$ cat src/logic/irq_trap_cfg.svh
// Register offsets, field positions, reset values for the trap and interrupt control block
`ifndef IRQ_TRAP_CFG_SVH
`define IRQ_TRAP_CFG_SVH
`define OFS_CORE_MODE 4'h0
`define OFS_TRAP_STAT 4'h4
`define OFS_GLOBAL_IRQ 4'h8
`define OFS_CPU_STATUS 4'hC
`define BIT_LATENCY_VAR 15
`define BIT_PRIO_HIGH 3
`define BIT_NEST_DIS 15
`define BIT_OVF_A 14
`define BIT_OVF_B 13
`define BIT_CAT_A 12
`define BIT_CAT_B 11
`define BIT_OVF_A_EN 10
`define BIT_OVF_B_EN 9
`define BIT_CAT_EN 8
`define BIT_SHIFT_ERR 7
`define BIT_DIV_ZERO 6
`define BIT_MATH_ERR 4
`define BIT_ADDR_ERR 3
`define BIT_STACK_ERR 2
`define BIT_OSC_FAIL 1
`define BIT_GLOBAL_EN 15
`define BIT_DEFER 14
`define BIT_SW_TRAP 13
`define BIT_ALT_VEC 8
`define TRAP_STAT_MASK 16'hFFDE
`define GLOBAL_IRQ_MASK 16'hE10F
`define GLOBAL_IRQ_RESET 16'h8000
`define CORE_MODE_RESET 16'h0000
`define TRAP_STAT_RESET 16'h0000
`endif

$ cat src/logic/irq_trap_pkg.sv
// Types shared by the trap and interrupt control block
package irq_trap_pkg;
  typedef struct packed {
    logic ovf_a;
    logic ovf_b;
    logic cat_a;
    logic cat_b;
    logic shift_err;
    logic div_zero;
    logic addr_err;
    logic stack_err;
    logic osc_fail;
  } trap_evt_s;
  typedef struct packed {
    logic [3:0] prio_level;
    logic trap_take;
    logic irq_allow;
    logic nest_disable;
    logic alt_vectors;
    logic var_latency;
  } core_ctl_s;
endpackage : irq_trap_pkg

$ cat src/logic/irq_trap_ctrl.sv
// Interrupt and trap control registers with a classic Wishbone slave
// Contract
// - Core mode bit 15 set selects variable latency, clear selects fixed latency
// - Core mode bit 3 reads one when CPU priority level exceeds seven
// - Four-bit priority level is high bit above status bits 7 to 5
// - Trap status bit 15 disables nesting when set; resets to zero
// - Overflow of accumulator A or B sets flag bit 14 or 13
// - Catastrophic overflow of accumulator A or B sets bit 12 or 11
// - Overflow traps of A and B need enables bit 10 and 9
// - Bit 8 enables catastrophic overflow traps for both accumulators
// - Invalid shift math trap sets bit 7, other math traps clear it
// - Divide-by-zero math trap sets bit 6
// - Any math error trap sets bit 4
// - Address error trap sets bit 3
// - Stack error trap sets bit 2
// - Oscillator failure trap sets bit 1
// - Unimplemented trap status and global control bits read zero
// - Global enable bit 15 resets to one; clear blocks interrupts, not traps
// - Bit 14 reads one while interrupt deferral is active
// - Bit 13 reads one while software trap is enabled
// - Bit 8 set selects alternate vector table, clear the standard one
// - Polarity bits 0 to 3: set means negative edge, clear positive
// - While nesting is disabled, low priority bits are read-only to software
// - While priority high bit is set, all user interrupts are blocked
`timescale 1ns/100ps
`include "irq_trap_cfg.svh"
module irq_trap_ctrl
  import irq_trap_pkg::*;
(
  input wire logic CLK,
  input wire logic RSTN,
  input wire logic WB_CYC_I,
  input wire logic WB_STB_I,
  input wire logic WB_WE_I,
  input wire logic [3:0] WB_ADR_I,
  input wire logic [3:0] WB_SEL_I,
  input wire logic [31:0] WB_DAT_I,
  output logic [31:0] WB_DAT_O,
  output logic WB_ACK_O,
  output logic WB_ERR_O,
  input wire trap_evt_s TRAP_EVT,
  input wire logic PRIO_HIGH_SET,
  input wire logic PRIO_HIGH_CLR,
  input wire logic CPU_PRIO_WE,
  input wire logic [2:0] CPU_PRIO_IN,
  input wire logic DEFER_ACTIVE,
  input wire logic SW_TRAP_EN,
  input wire logic [3:0] EXT_IRQ_IN,
  input wire logic IRQ_PENDING,
  output core_ctl_s CORE_CTL,
  output logic [3:0] EXT_IRQ_EDGE
);

  logic [15:0] core_mode_r;
  logic [15:0] trap_stat_r;
  logic [15:0] global_irq_r;
  logic [2:0] prio_low_r;
  logic prio_high_r;
  logic [3:0] ext_prev_r;
  logic [31:0] rd_data_nxt;
  logic [15:0] core_view;
  logic [15:0] trap_view;
  logic [15:0] global_view;
  logic [15:0] wdata;
  logic req;
  logic wr_core;
  logic wr_trap;
  logic wr_glob;
  logic wr_stat;
  logic lo_en;
  logic hi_en;
  logic math_evt;
  logic ovf_a_tr;
  logic ovf_b_tr;
  logic cat_a_tr;
  logic cat_b_tr;
  logic [15:0] trap_set;
  logic [15:0] trap_keep;
  logic mapped;

  // Bus decode; a new request only when ack is low
  assign req = WB_CYC_I && WB_STB_I && !WB_ACK_O && !WB_ERR_O;
  assign mapped = (WB_ADR_I == `OFS_CORE_MODE) || (WB_ADR_I == `OFS_TRAP_STAT) ||
                  (WB_ADR_I == `OFS_GLOBAL_IRQ) || (WB_ADR_I == `OFS_CPU_STATUS);
  assign lo_en = WB_SEL_I[0];
  assign hi_en = WB_SEL_I[1];
  assign wdata = WB_DAT_I[15:0];
  assign wr_core = req && mapped && WB_WE_I && (WB_ADR_I == `OFS_CORE_MODE);
  assign wr_trap = req && mapped && WB_WE_I && (WB_ADR_I == `OFS_TRAP_STAT);
  assign wr_glob = req && mapped && WB_WE_I && (WB_ADR_I == `OFS_GLOBAL_IRQ);
  assign wr_stat = req && mapped && WB_WE_I && (WB_ADR_I == `OFS_CPU_STATUS);

  // Qualified trap causes
  assign ovf_a_tr = TRAP_EVT.ovf_a && trap_stat_r[`BIT_OVF_A_EN];
  assign ovf_b_tr = TRAP_EVT.ovf_b && trap_stat_r[`BIT_OVF_B_EN];
  assign cat_a_tr = TRAP_EVT.cat_a && trap_stat_r[`BIT_CAT_EN];
  assign cat_b_tr = TRAP_EVT.cat_b && trap_stat_r[`BIT_CAT_EN];
  assign math_evt = ovf_a_tr || ovf_b_tr || cat_a_tr || cat_b_tr ||
                    TRAP_EVT.shift_err || TRAP_EVT.div_zero;

  // Set vector of trap flags from this cycle's events
  always_comb
  begin
    trap_set = 16'h0000;
    trap_set[`BIT_OVF_A] = ovf_a_tr;
    trap_set[`BIT_OVF_B] = ovf_b_tr;
    trap_set[`BIT_CAT_A] = cat_a_tr;
    trap_set[`BIT_CAT_B] = cat_b_tr;
    trap_set[`BIT_SHIFT_ERR] = TRAP_EVT.shift_err;
    trap_set[`BIT_DIV_ZERO] = TRAP_EVT.div_zero;
    trap_set[`BIT_MATH_ERR] = math_evt;
    trap_set[`BIT_ADDR_ERR] = TRAP_EVT.addr_err;
    trap_set[`BIT_STACK_ERR] = TRAP_EVT.stack_err;
    trap_set[`BIT_OSC_FAIL] = TRAP_EVT.osc_fail;
  end

  // Value kept from register or bus write, byte lanes honoured
  always_comb
  begin
    trap_keep = trap_stat_r;
    if (wr_trap && lo_en)
    begin
      trap_keep[7:0] = wdata[7:0];
    end
    if (wr_trap && hi_en)
    begin
      trap_keep[15:8] = wdata[15:8];
    end
    // Math trap not caused by a shift clears the shift flag
    if (math_evt && !TRAP_EVT.shift_err)
    begin
      trap_keep[`BIT_SHIFT_ERR] = 1'b0;
    end
  end

  // Trap status register; events win over a clear
  always_ff @(posedge CLK)
  begin
    if (!RSTN)
    begin
      trap_stat_r <= `TRAP_STAT_RESET;
    end
    else
    begin
      trap_stat_r <= (trap_keep | trap_set) & `TRAP_STAT_MASK;
    end
  end

  // Core mode register: latency mode writable
  always_ff @(posedge CLK)
  begin
    if (!RSTN)
    begin
      core_mode_r <= `CORE_MODE_RESET;
    end
    else if (wr_core && hi_en)
    begin
      core_mode_r[`BIT_LATENCY_VAR] <= wdata[`BIT_LATENCY_VAR];
    end
  end

  // Priority high bit: set by core on trap entry, cleared by core or software
  always_ff @(posedge CLK)
  begin
    if (!RSTN)
    begin
      prio_high_r <= 1'b0;
    end
    else if (PRIO_HIGH_SET)
    begin
      prio_high_r <= 1'b1;
    end
    else if (PRIO_HIGH_CLR || (wr_core && lo_en && !wdata[`BIT_PRIO_HIGH]))
    begin
      prio_high_r <= 1'b0;
    end
  end

  // Low priority bits: core always, software only while nesting allowed
  always_ff @(posedge CLK)
  begin
    if (!RSTN)
    begin
      prio_low_r <= 3'h0;
    end
    else if (CPU_PRIO_WE)
    begin
      prio_low_r <= CPU_PRIO_IN;
    end
    else if (wr_stat && lo_en && !trap_stat_r[`BIT_NEST_DIS])
    begin
      prio_low_r <= wdata[7:5];
    end
  end

  // Global control register
  always_ff @(posedge CLK)
  begin
    if (!RSTN)
    begin
      global_irq_r <= `GLOBAL_IRQ_RESET;
    end
    else
    begin
      if (wr_glob && lo_en)
      begin
        global_irq_r[3:0] <= wdata[3:0];
      end
      if (wr_glob && hi_en)
      begin
        global_irq_r[`BIT_GLOBAL_EN] <= wdata[`BIT_GLOBAL_EN];
        global_irq_r[`BIT_ALT_VEC] <= wdata[`BIT_ALT_VEC];
      end
    end
  end

  // Read views
  always_comb
  begin
    core_view = core_mode_r;
    core_view[`BIT_PRIO_HIGH] = prio_high_r;
    trap_view = trap_stat_r & `TRAP_STAT_MASK;
    global_view = global_irq_r;
    global_view[`BIT_DEFER] = DEFER_ACTIVE;
    global_view[`BIT_SW_TRAP] = SW_TRAP_EN;
    global_view = global_view & `GLOBAL_IRQ_MASK;
  end

  // Read data mux
  always_comb
  begin
    rd_data_nxt = 32'h0000_0000;
    unique case (WB_ADR_I)
      `OFS_CORE_MODE: rd_data_nxt = {16'h0000, core_view};
      `OFS_TRAP_STAT: rd_data_nxt = {16'h0000, trap_view};
      `OFS_GLOBAL_IRQ: rd_data_nxt = {16'h0000, global_view};
      `OFS_CPU_STATUS: rd_data_nxt = {16'h0000, 8'h00, prio_low_r, 5'h00};
      default: rd_data_nxt = 32'h0000_0000;
    endcase
  end

  // Bus answer: ack or err one cycle after request
  always_ff @(posedge CLK)
  begin
    if (!RSTN)
    begin
      WB_ACK_O <= 1'b0;
      WB_ERR_O <= 1'b0;
      WB_DAT_O <= 32'h0000_0000;
    end
    else
    begin
      WB_ACK_O <= req && mapped;
      WB_ERR_O <= req && !mapped;
      if (req && mapped && !WB_WE_I)
      begin
        WB_DAT_O <= rd_data_nxt;
      end
    end
  end

  // External line edge detection with polarity select
  always_ff @(posedge CLK)
  begin
    if (!RSTN)
    begin
      ext_prev_r <= EXT_IRQ_IN; // Track lines so release shows no false edge
      EXT_IRQ_EDGE <= 4'h0;
    end
    else
    begin
      ext_prev_r <= EXT_IRQ_IN;
      EXT_IRQ_EDGE <= (global_irq_r[3:0] & ext_prev_r & ~EXT_IRQ_IN) |
                      (~global_irq_r[3:0] & ~ext_prev_r & EXT_IRQ_IN);
    end
  end

  // Control outputs to the core
  always_comb
  begin
    CORE_CTL.prio_level = {prio_high_r, prio_low_r};
    CORE_CTL.trap_take = |trap_set;
    CORE_CTL.irq_allow = IRQ_PENDING && global_irq_r[`BIT_GLOBAL_EN] && !prio_high_r;
    CORE_CTL.nest_disable = trap_stat_r[`BIT_NEST_DIS];
    CORE_CTL.alt_vectors = global_irq_r[`BIT_ALT_VEC];
    CORE_CTL.var_latency = core_mode_r[`BIT_LATENCY_VAR];
  end
endmodule : irq_trap_ctrl

$ cat config.mk
export PLATFORM = sky130hd
export DESIGN_NAME = irq_trap_ctrl
export DESIGN_NICKNAME = d
export VERILOG_FILES = /design/src/logic/irq_trap_pkg.sv /design/src/logic/irq_trap_ctrl.sv
export VERILOG_INCLUDE_DIRS = /design/src /design/src/logic
export SDC_FILE = /design/constraint.sdc
export NUM_CORES = 1
export LEC_CHECK = 0
export BUFFER_PORTS_ARGS = -buffer_cell sky130_fd_sc_hd__buf_2
export CAP_MARGIN = 5
export CORE_MARGIN = 1.5
export CORE_UTILIZATION = 45
export CTS_CLUSTER_SIZE = 10
export DETAILED_ROUTE_END_ITERATION = 8
export GPL_TIMING_DRIVEN = 0
export PLACE_DENSITY = 0.8
export SKIP_LAST_GASP = 1
export SYNTH_ARGS = -nofsm -noshare
export SYNTH_HDL_FRONTEND = slang
export SYNTH_SLANG_ARGS = --single-unit
$ cat constraint.sdc
create_clock -name CLK -period 3.7 [get_ports CLK]
set_clock_uncertainty 0.2 [all_clocks]
set_input_delay 0.185 -clock CLK [delete_from_list [all_inputs] [get_ports CLK]]
set_output_delay 0.185 -clock CLK [all_outputs]
set_load 0.05 [all_outputs]
; Yosys cells after proc, flatten, opt, wreduce, memory -nomap -nowiden
; Index checks and enable logic that the tools add are counted.
; W data, S select, Z words.
[classes]
n_eq_ne = 3
n_mux = 8
n_bitwise = 9
n_reduce_logical = 48
[op_table]
columns = op, count
row1 = $pmux W16 S4, 1
row2 = $logic_and A1 B1 Y1, 27
row3 = $and A4 B4 Y4, 4
row4 = $mux W8, 2
row5 = $or A16 B15 Y16, 1
row6 = $not A4 Y4, 3
row7 = $reduce_or A10 Y1, 1
row8 = $logic_or A1 B1 Y1, 9
row9 = $eq A4 B4 Y1 const B, 2
row10 = $logic_not A1 Y1, 8
row11 = $mux W3, 2
row12 = $eq A4 B3 Y1 const B, 1
row13 = $logic_not A4 Y1, 1
row14 = $or A4 B4 Y4, 1
row15 = $reduce_bool A2 Y1, 2
row16 = $mux W1, 3
[totals]
ff_bits = 69
input_bits = 67
out_inout_bits = 47

; Logic depth before layout (Yosys ltp)
; Gate-level depths: netlist (run 1).
[depth]
word_depth = 12
ltp_mapped = 6
depth_no_buf = 4

; Worst setup path after synthesis (run 1)
; Ideal clock, no wire load.
[synth_path]
path_type = register to register
startpoint = reg WB_ERR_O
endpoint = reg WB_DAT_O[14]
arrival_time_ps = 1701
required_time_ps = 3380
setup_slack_ps = 1679
path_stages_with_launch = 7
n_path_buf = 2
period_less_slack_ps = 2021
cell_sequence = dfxtp_1 nand4bb_2 or3_1 buf_2 buf_6 a221oi_2 nor2_1
[synth_via]
elab_chain_len = 4
[synth_rtl]
columns = item, line_no
row1 = start: declaration, irq_trap_ctrl.sv:40  ; output logic WB_ERR_O,
row2 = start signal: assignment, irq_trap_ctrl.sv:254  ; WB_ERR_O <= req && !mapped;
row3 = $logic_not A1 Y1, irq_trap_ctrl.sv:82  ; assign req = WB_CYC_I && WB_STB_I && !WB_ACK_O && !WB_ERR_O;
row4 = $logic_and A1 B1 Y1, irq_trap_ctrl.sv:82
row5 = $logic_and A1 B1 Y1 (2 in a row), irq_trap_ctrl.sv:255  ; if (req && mapped && !WB_WE_I)
row6 = end signal: assignment, irq_trap_ctrl.sv:257  ; WB_DAT_O <= rd_data_nxt;
row7 = end: declaration, irq_trap_ctrl.sv:38  ; output logic [31:0] WB_DAT_O,
; No other way between the ends.
; A chain may end at the register's enable or synchronous reset.

; Worst setup path after layout (run 1)
[layout_path]
startpoint = reg WB_ERR_O
endpoint = reg trap_stat_r[12]
[layout_via]
elab_chain_len = 8
[layout_rtl]
columns = item, line_no
row1 = $logic_not A1 Y1, irq_trap_ctrl.sv:82
row2 = $logic_and A1 B1 Y1, irq_trap_ctrl.sv:82
row3 = $logic_and A1 B1 Y1 (3 in a row), irq_trap_ctrl.sv:89  ; assign wr_trap = req && mapped && WB_WE_I && (WB_ADR_I == `OFS_TRAP_STAT);
row4 = $logic_and A1 B1 Y1, irq_trap_ctrl.sv:125  ; if (wr_trap && hi_en)
row5 = $mux W8, irq_trap_ctrl.sv:125
row6 = $or A16 B15 Y16, irq_trap_ctrl.sv:145  ; trap_stat_r <= (trap_keep | trap_set) & `TRAP_STAT_MASK;
row7 = end signal: assignment, irq_trap_ctrl.sv:141  ; trap_stat_r <= `TRAP_STAT_RESET;
row8 = end signal: assignment, irq_trap_ctrl.sv:145
row9 = end: declaration, irq_trap_ctrl.sv:55  ; logic [15:0] trap_stat_r;
; No other way between the ends.

==> reports/qor.csv, run 1 <==
stage,metric,value,unit
drt,drt pass-1 iters,4,
power,sw frac,0.273,
timing,FMAX,418,MHz
logic_synthesis,top post-synthesis cells by area,"dfxtp_1 (45%), buf_4 (6.3%), nor2_1 (5.8%)",
setup_path,launch point of the critical path,WB_ERR_O$_SDFF_PN0_,
floorplan,area of the core,0.00475,mm^2
place,post-detail-place hpwl,4.49,mm
timing,Rel. slew slack,0.636,
floorplan,Die Width,73.7,um
power,static leakage,1.53,nW
setup_path,worst-path maximum fanout,10,
finish,multi-input logic area,0.00107,mm^2
setup_path,Reg2Reg Depth,6,
power,NetSw,0.324,mW
finish,P&R area growth vs syn,43.9,%
floorplan,Starting Density,0.473,
timing,Final Cycle Share,0.646,
global_routing,initial antenna violation count,0,
clocking,H-tree depth,2,
power,Power Density,367,mW/mm^2
drt,DR iter-0 viols,178,
global_routing,gr usage total,0.244,
power,Reg power frac,0.482,
finish,fillers,393,
logic_synthesis,Synth Instances,258,
logic_synthesis,post-synth cell types,35,
place,RePlAce Congestion,0.803,
floorplan,Cell Rows,25,
power,Clk pwr share,0.348,
drt,drt drc,0,
timing,Tmin final,2.39,ns
clocking,TritonCTS buffer count,5,
global_routing,vias in the first global route,2190,
drt,Routed WL,6.32,mm
hold_path,Hold Path Cell Cnt,3,
clocking,clock sinks,51,
timing,# setup viols final,0,
setup_path,Crit Path Category,reg2reg,
global_routing,first-pass GRT wire length,10.0,mm
logic_synthesis,warning count from the yosys run,0,
hold_path,hold path start,CPU_PRIO_IN[0],
timing,final hold violation count,0,
drt,post-route ant nets,0,
place,Port Buf Inserts,79,
logic_synthesis,largest area contributor in the netlist,dfxtp_1,
power,Cell Int Power,0.862,mW
clocking,Post-CTS Hold Buffers,33,
timing,RSZ-0062 raised after global routing,no,
clocking,CTS Buffer Depth,2,
finish,storage element area,0.00102,mm^2
drt,routed len/inst,13.7,um
setup_path,Reg-to-Reg Start,WB_ERR_O$_SDFF_PN0_,
drt,Via density,5.05,
timing,setup ws final,1.31,ns
power,Tot Pwr,1.19,mW
finish,# diodes,0,
power,peak supply drop,0.000179,V
floorplan,area of the die,0.00543,mm^2
floorplan,IO Pins,114,
hold_path,worst hold path type,in2reg,
global_routing,GRT overflow,0,
drt,Vias,2325,
setup_path,required time of the critical path,3.70,ns
clocking,Root Buffer,clkbuf_8,
timing,setup tns final,0,ns
setup_path,Critical Path Source Type,flop,
clocking,Clock Latency Late Sink,0.31,ns
logic_synthesis,sequential area share after synthesis,0.454,
place,Placement Setup Slack,1.78,ns
setup_path,CP endpoint kind,flop,
logic_synthesis,post-synth top area share,0.454,
logic_synthesis,syn avg cell area,8.71,um^2
outcome,outcome,"complete, no violations",
timing,Slew @ Worst Pin,0.544,ns
setup_path,crit path DAT,2.39,ns
clocking,post-CTS setup repair buffer count,0,
timing,max-slew violation count,0,
clocking,CTS tree,yes,
finish,nets,459,
power,Comb pwr share,0.170,
logic_synthesis,area of the mapped netlist,0.00225,mm^2
finish,share of post-route cells with drive strength above 1,0.308,
global_routing,largest net degree at the start of global routing,17,
clocking,post-CTS sizing,0,
clocking,clock slew at reported path FFs,0.09,ns
floorplan,Die H,73.7,um
logic_synthesis,Seq cells post-synth,51,
job,Max-cap violations,0,
## critical path, stage by stage (launching register included)
cell	delay, ns
dfxtp_1	0.33
and4bb_2	0.38
nand4_1	0.25
buf_2	0.29
mux2i_1	0.18
a21oi_1	0.08
dlygate4sd3_1	0.58
## synthesized netlist by cell type
master	n
dfxtp_1	51
nor2_1	35
nand2_1	28
buf_4	19
a21oi_1	18
nand3_1	15
o21ai_0	13
mux2i_1	11
nor3_1	11
a211oi_1	7
a221oi_1	7
buf_2	5
clkbuf_1	5
nand4_1	4
and4bb_2	3
inv_1	3
a31oi_1	2
and2_1	2
nor4b_4	2
o2bb2ai_1	2
a221oi_2	1
a31o_2	1
and3b_1	1
buf_6	1
conb_1	1
nand4bb_1	1
nand4bb_2	1
nor2b_1	1
nor3_2	1
nor4_1	1
o21ai_1	1
o31ai_1	1
or2_1	1
or3_1	1
or4_1	1
## power by group through the flow
stage          clock [mW]  sequential (mW)  combinational (mW)
2_1_floorplan           0            0.604              0.0977
3_3_place_gp            0            0.583               0.172
3_5_place_dp            0            0.584               0.174
4_1_cts             0.418            0.571               0.199
5_1_grt             0.438            0.573               0.214
6_report            0.413            0.571               0.202
## state kept, by name, summed over array words and instances, names as in the netlist
name / count
global_irq_r: 6
trap_stat_r: 14
WB_ACK_O: 1
EXT_IRQ_EDGE: 4
WB_ERR_O: 1
prio_high_r: 1
prio_low_r: 3
core_mode_r: 1
WB_DAT_O: 16
ext_prev_r: 4
## cell type report
cell class                 instances  share of cell area
tap                               67              0.0259
clock buffer                       6              0.0255
multi-input combinational        189               0.332
sequential                        51               0.316
clock inverter                     2              0.0120
buffer                            30              0.0611
inverter                           3             0.00348
timing repair buffer             112               0.224
## metrics by stage
step	hold WS [ns]	std cells	instance area (um^2)	util
floorplan	0.0127	273	2300	-
global placement	0.114	419	2780	0.585
detailed placement	0.117	419	2780	0.585
CTS	0.00407	460	3230	0.680
global route	0.0293	460	3230	0.680
finish	0.00737	460	3230	0.680
## kinds of logic (layout without fill, tap and decap cells)
family,count (synthesis),in the layout,share of synthesized area
AO/OA/AOI/OAI,53,53,0.149
buffers and inverters,33,153,0.0930
flip-flops,51,51,0.454
multiplexers,11,11,0.0490
other,1,16,0.00167
AND/OR/NAND/NOR,109,109,0.253
## worst paths after layout
| kind | endpoint | slack, ns |
|---|---|---|
| hold / removal | prio_low_r[0]$_SDFFE_PN0P_ | 0.007 |
| hold reg to reg | WB_DAT_O[12]$_SDFFE_PN0P_ | 0.25 |
| setup reg to reg | trap_stat_r[12]$_SDFF_PN0_ | 1.31 |
| setup / recovery | trap_stat_r[12]$_SDFF_PN0_ | 1.31 |
## routing by layer
layer / track usage / part of all wire
met2: 0.430 / 0.51
met1: 0.292 / 0.42
met5: 0 / 0
met4: 0.0905 / 0.015
met3: 0.0466 / 0.063
## placed cells by master, fill, tap and decap left out
cell type	n
a211oi_1	7
or4_1	1
bufinv_16	1
inv_6	1
o21ai_0	13
nor4_1	1
o2bb2ai_1	2
o21ai_1	1
and4bb_2	3
o31ai_1	1
a31oi_1	2
mux2i_1	11
nor3_2	1
nand4_1	4
nand3_1	15
buf_6	1
and2_1	2
nor2_1	35
nor4b_4	2
nor3_1	11
inv_1	3
nand4bb_2	1
buf_4	19
a21oi_1	18
nand4bb_1	1
a221oi_2	1
dlygate4sd3_1	33
clkbuf_8	6
or2_1	1
nand2_1	28
dfxtp_1	51
buf_2	84
and3b_1	1
a221oi_1	7
a31o_2	1
nor2b_1	1
or3_1	1
clkbuf_1	5
conb_1	16
No activity file was read; power rests on OpenSTA's default activity.
==> run 2: changes to the inputs <==
Clock period 3.7 ns to 2.4 ns, I/O delays scaled along.
==> run 2 against run 1 <==
Net effect: routed wire length is 4.9% higher; sequential power up 54%; utilization increased by 2.1 points; cell area grew 3.1%; total power increased by 56%; worst setup slack lost 1.2 ns; worst hold slack worse by 0.0032 ns.
==> reports/qor.csv, run 2 (synthesized netlist as in run 1, its figures left out) <==
stage,metric,value,unit,change
setup_path,required time of the critical path,2.46,ns,-1.24 ns
finish,most frequent cells in the layout,"buf_2 (83), dfxtp_1 (51), dlygate4sd3_1 (42)",,
setup_path,worst-path maximum fanout,6,,-4
drt,DR iter-0 viols,163,,-8.4%
global_routing,initial antenna violation count,0,,unchanged
global_routing,largest net degree at the start of global routing,17,,unchanged
place,area post-placement,0.00278,mm^2,unchanged
outcome,outcome,"complete, no violations",,
clocking,clock slew at reported path FFs,0.09,ns,about the same
timing,setup tns final,0,ns,unchanged
clocking,TritonCTS buffer count,5,,unchanged
power,peak supply drop,0.000276,V,+54%
drt,Vias,2405,,+3.4%
power,static leakage,1.58,nW,+3.6%
clocking,CTS tree,yes,,
finish,Final Util,0.701,,+0.0211
setup_path,CP endpoint kind,flop,,
timing,Slew @ Worst Pin,0.561,ns,+0.0178 ns
global_routing,GRT overflow,0,,unchanged
place,RePlAce Congestion,0.803,,unchanged
drt,post-route ant nets,0,,unchanged
timing,max-slew violation count,0,,unchanged
timing,final hold violation count,0,,unchanged
drt,Via density,5.12,,+1.2%
setup_path,Reg-to-Reg Start,WB_ERR_O$_SDFF_PN0_,,
clocking,H-tree depth,2,,unchanged
setup_path,Reg2Reg Depth,5,,-1
global_routing,vias in the first global route,2281,,+4.2%
global_routing,first-pass GRT wire length,10.4,mm,+3.5%
timing,RSZ-0062 raised after global routing,no,,
drt,Routed WL,6.63,mm,+4.9%
finish,final instance area,0.00333,mm^2,+3.1%
finish,nets,469,,+2.2%
hold_path,Hold Path Cell Cnt,3,,unchanged
job,Max-cap violations,0,,unchanged
hold_path,hold path start,WB_STB_I,,
finish,fillers,381,,-3.1%
place,post-detail-place hpwl,4.49,mm,unchanged
setup_path,crit path DAT,2.33,ns,-0.06 ns
floorplan,Die H,73.7,um,unchanged
timing,Final Cycle Share,0.947,,+0.301
setup_path,worst reg2reg setup slack,0.13,ns,-1.18 ns
global_routing,gr usage total,0.253,,+0.00947
setup_path,Critical Path Source Type,flop,,
setup_path,reg2reg end,prio_low_r[2]$_SDFFE_PN0P_,,
timing,FMAX,440,MHz,+5.2%
power,Power Density,554,mW/mm^2,+51%
floorplan,Cell Rows,25,,unchanged
place,Port Buf Inserts,79,,unchanged
hold_path,worst hold path type,in2reg,,
finish,Biggest register,WB_DAT_O,,
floorplan,area of the core,0.00475,mm^2,unchanged
setup_path,Crit Path Category,reg2reg,,
finish,P&R area growth vs syn,48.4,%,
finish,max reg flops,16,,unchanged
finish,largest registers,"WB_DAT_O (16), trap_stat_r (14), global_irq_r (6)",,
drt,routed len/inst,14.1,um,+2.6%
drt,drt drc,0,,unchanged
drt,drt pass-1 iters,4,,unchanged
finish,share of post-route cells with drive strength above 1,0.303,,-0.00516
clocking,Clock Latency Late Sink,0.31,ns,about the same
floorplan,Starting Density,0.473,,unchanged
clocking,CTS Buffer Depth,2,,unchanged
floorplan,IO Pins,114,,unchanged
timing,hold slack final,0.00420,ns,-0.00318 ns
timing,Rel. slew slack,0.624,,-0.0119
clocking,Root Buffer,clkbuf_8,,
timing,Tmin final,2.27,ns,-0.119 ns
timing,# setup viols final,0,,unchanged
floorplan,area of the die,0.00543,mm^2,unchanged
floorplan,Die Width,73.7,um,unchanged
finish,"most common cell after layout, fill and taps aside",buf_2,,
hold_path,"Endpoint, Worst Hold",WB_ERR_O$_SDFF_PN0_,,
clocking,clock sinks,51,,unchanged
finish,# diodes,0,,unchanged
## run 2: changes by cell type in the layout (fill, tap and decap cells not counted), sizes merged
cell and delta:
dlygate4sd3 +9, clkbuf +1
## run 2: per-stage QoR
| step | power [mW] | worst slack (ns) | cells |
|---|---|---|---|
| floorplan | 1.08 | 0.379 | 273 |
| global placement | 1.16 | 0.465 | 419 |
| detailed placement | 1.17 | 0.475 | 419 |
| CTS | 1.84 | 0.0211 | 469 |
| global route | 1.91 | 0.0212 | 470 |
| finish | 1.85 | 0.128 | 470 |
## run 2: final cells by class
cell class | instances | area (um^2) | share of cell area
Clock inverter | 2 | 38.8 | 0.0116
Inverter | 3 | 11.3 | 0.00338
Sequential cell | 51 | 1020 | 0.306
Timing Repair Buffer | 122 | 823 | 0.247
Tap cell | 67 | 83.8 | 0.0251
Buffer | 30 | 200 | 0.0600
Clock buffer | 6 | 82.6 | 0.0248
Multi-Input combinational cell | 189 | 1070 | 0.322
## run 2: routing by layer
layer | global-route usage | up-vias | wire length, um | part of all wire
met2 | 0.449 | 122 | 3330 | 0.50
met5 | 0 | - | 0 | 0
met4 | 0.115 | 0 | 165 | 0.025
li1 | - | 1173 | - | -
met3 | 0.0508 | 18 | 481 | 0.073
met1 | 0.291 | 1092 | 2650 | 0.40
## run 2: how the worst max path moves through the flow
stage,endpoint,from,slack (ns),cells after the start
final,prio_low_r[2]$_SDFFE_PN0P_,WB_ERR_O$_SDFF_PN0_,0.13,5
after global routing,prio_low_r[0]$_SDFFE_PN0P_,WB_ERR_O$_SDFF_PN0_,0.02,5
after CTS,trap_stat_r[12]$_SDFF_PN0_,WB_ERR_O$_SDFF_PN0_,0.02,6
after detailed placement,WB_DAT_O[12]$_SDFFE_PN0P_,WB_ERR_O$_SDFF_PN0_,0.48,5
after global placement,WB_DAT_O[12]$_SDFFE_PN0P_,WB_ERR_O$_SDFF_PN0_,0.47,5
after floorplan,WB_DAT_O[14]$_SDFFE_PN0P_,WB_ERR_O$_SDFF_PN0_,0.38,6
## run 2: critical path, stage by stage, from the launching register on
cell and delay, ns:
dfxtp_1 0.33, nand4bb_2 0.35, nor4b_4 0.47, nor3_1 0.11
a211oi_1 0.18, dlygate4sd3_1 0.58
## run 2: report_power, final
part	total [mW]	internal (mW)	switching, mW
registers	0.881	0.868	0.0130
logic	0.327	0.129	0.198
clock network	0.641	0.343	0.298
## run 2: timing repair
item,4_1_cts,5_1_grt
resized for setup,0,1
hold buffers,42,0
endpoints found under the hold margin,37,0
buffers inserted,0,1
endpoints found under the setup margin,0,2
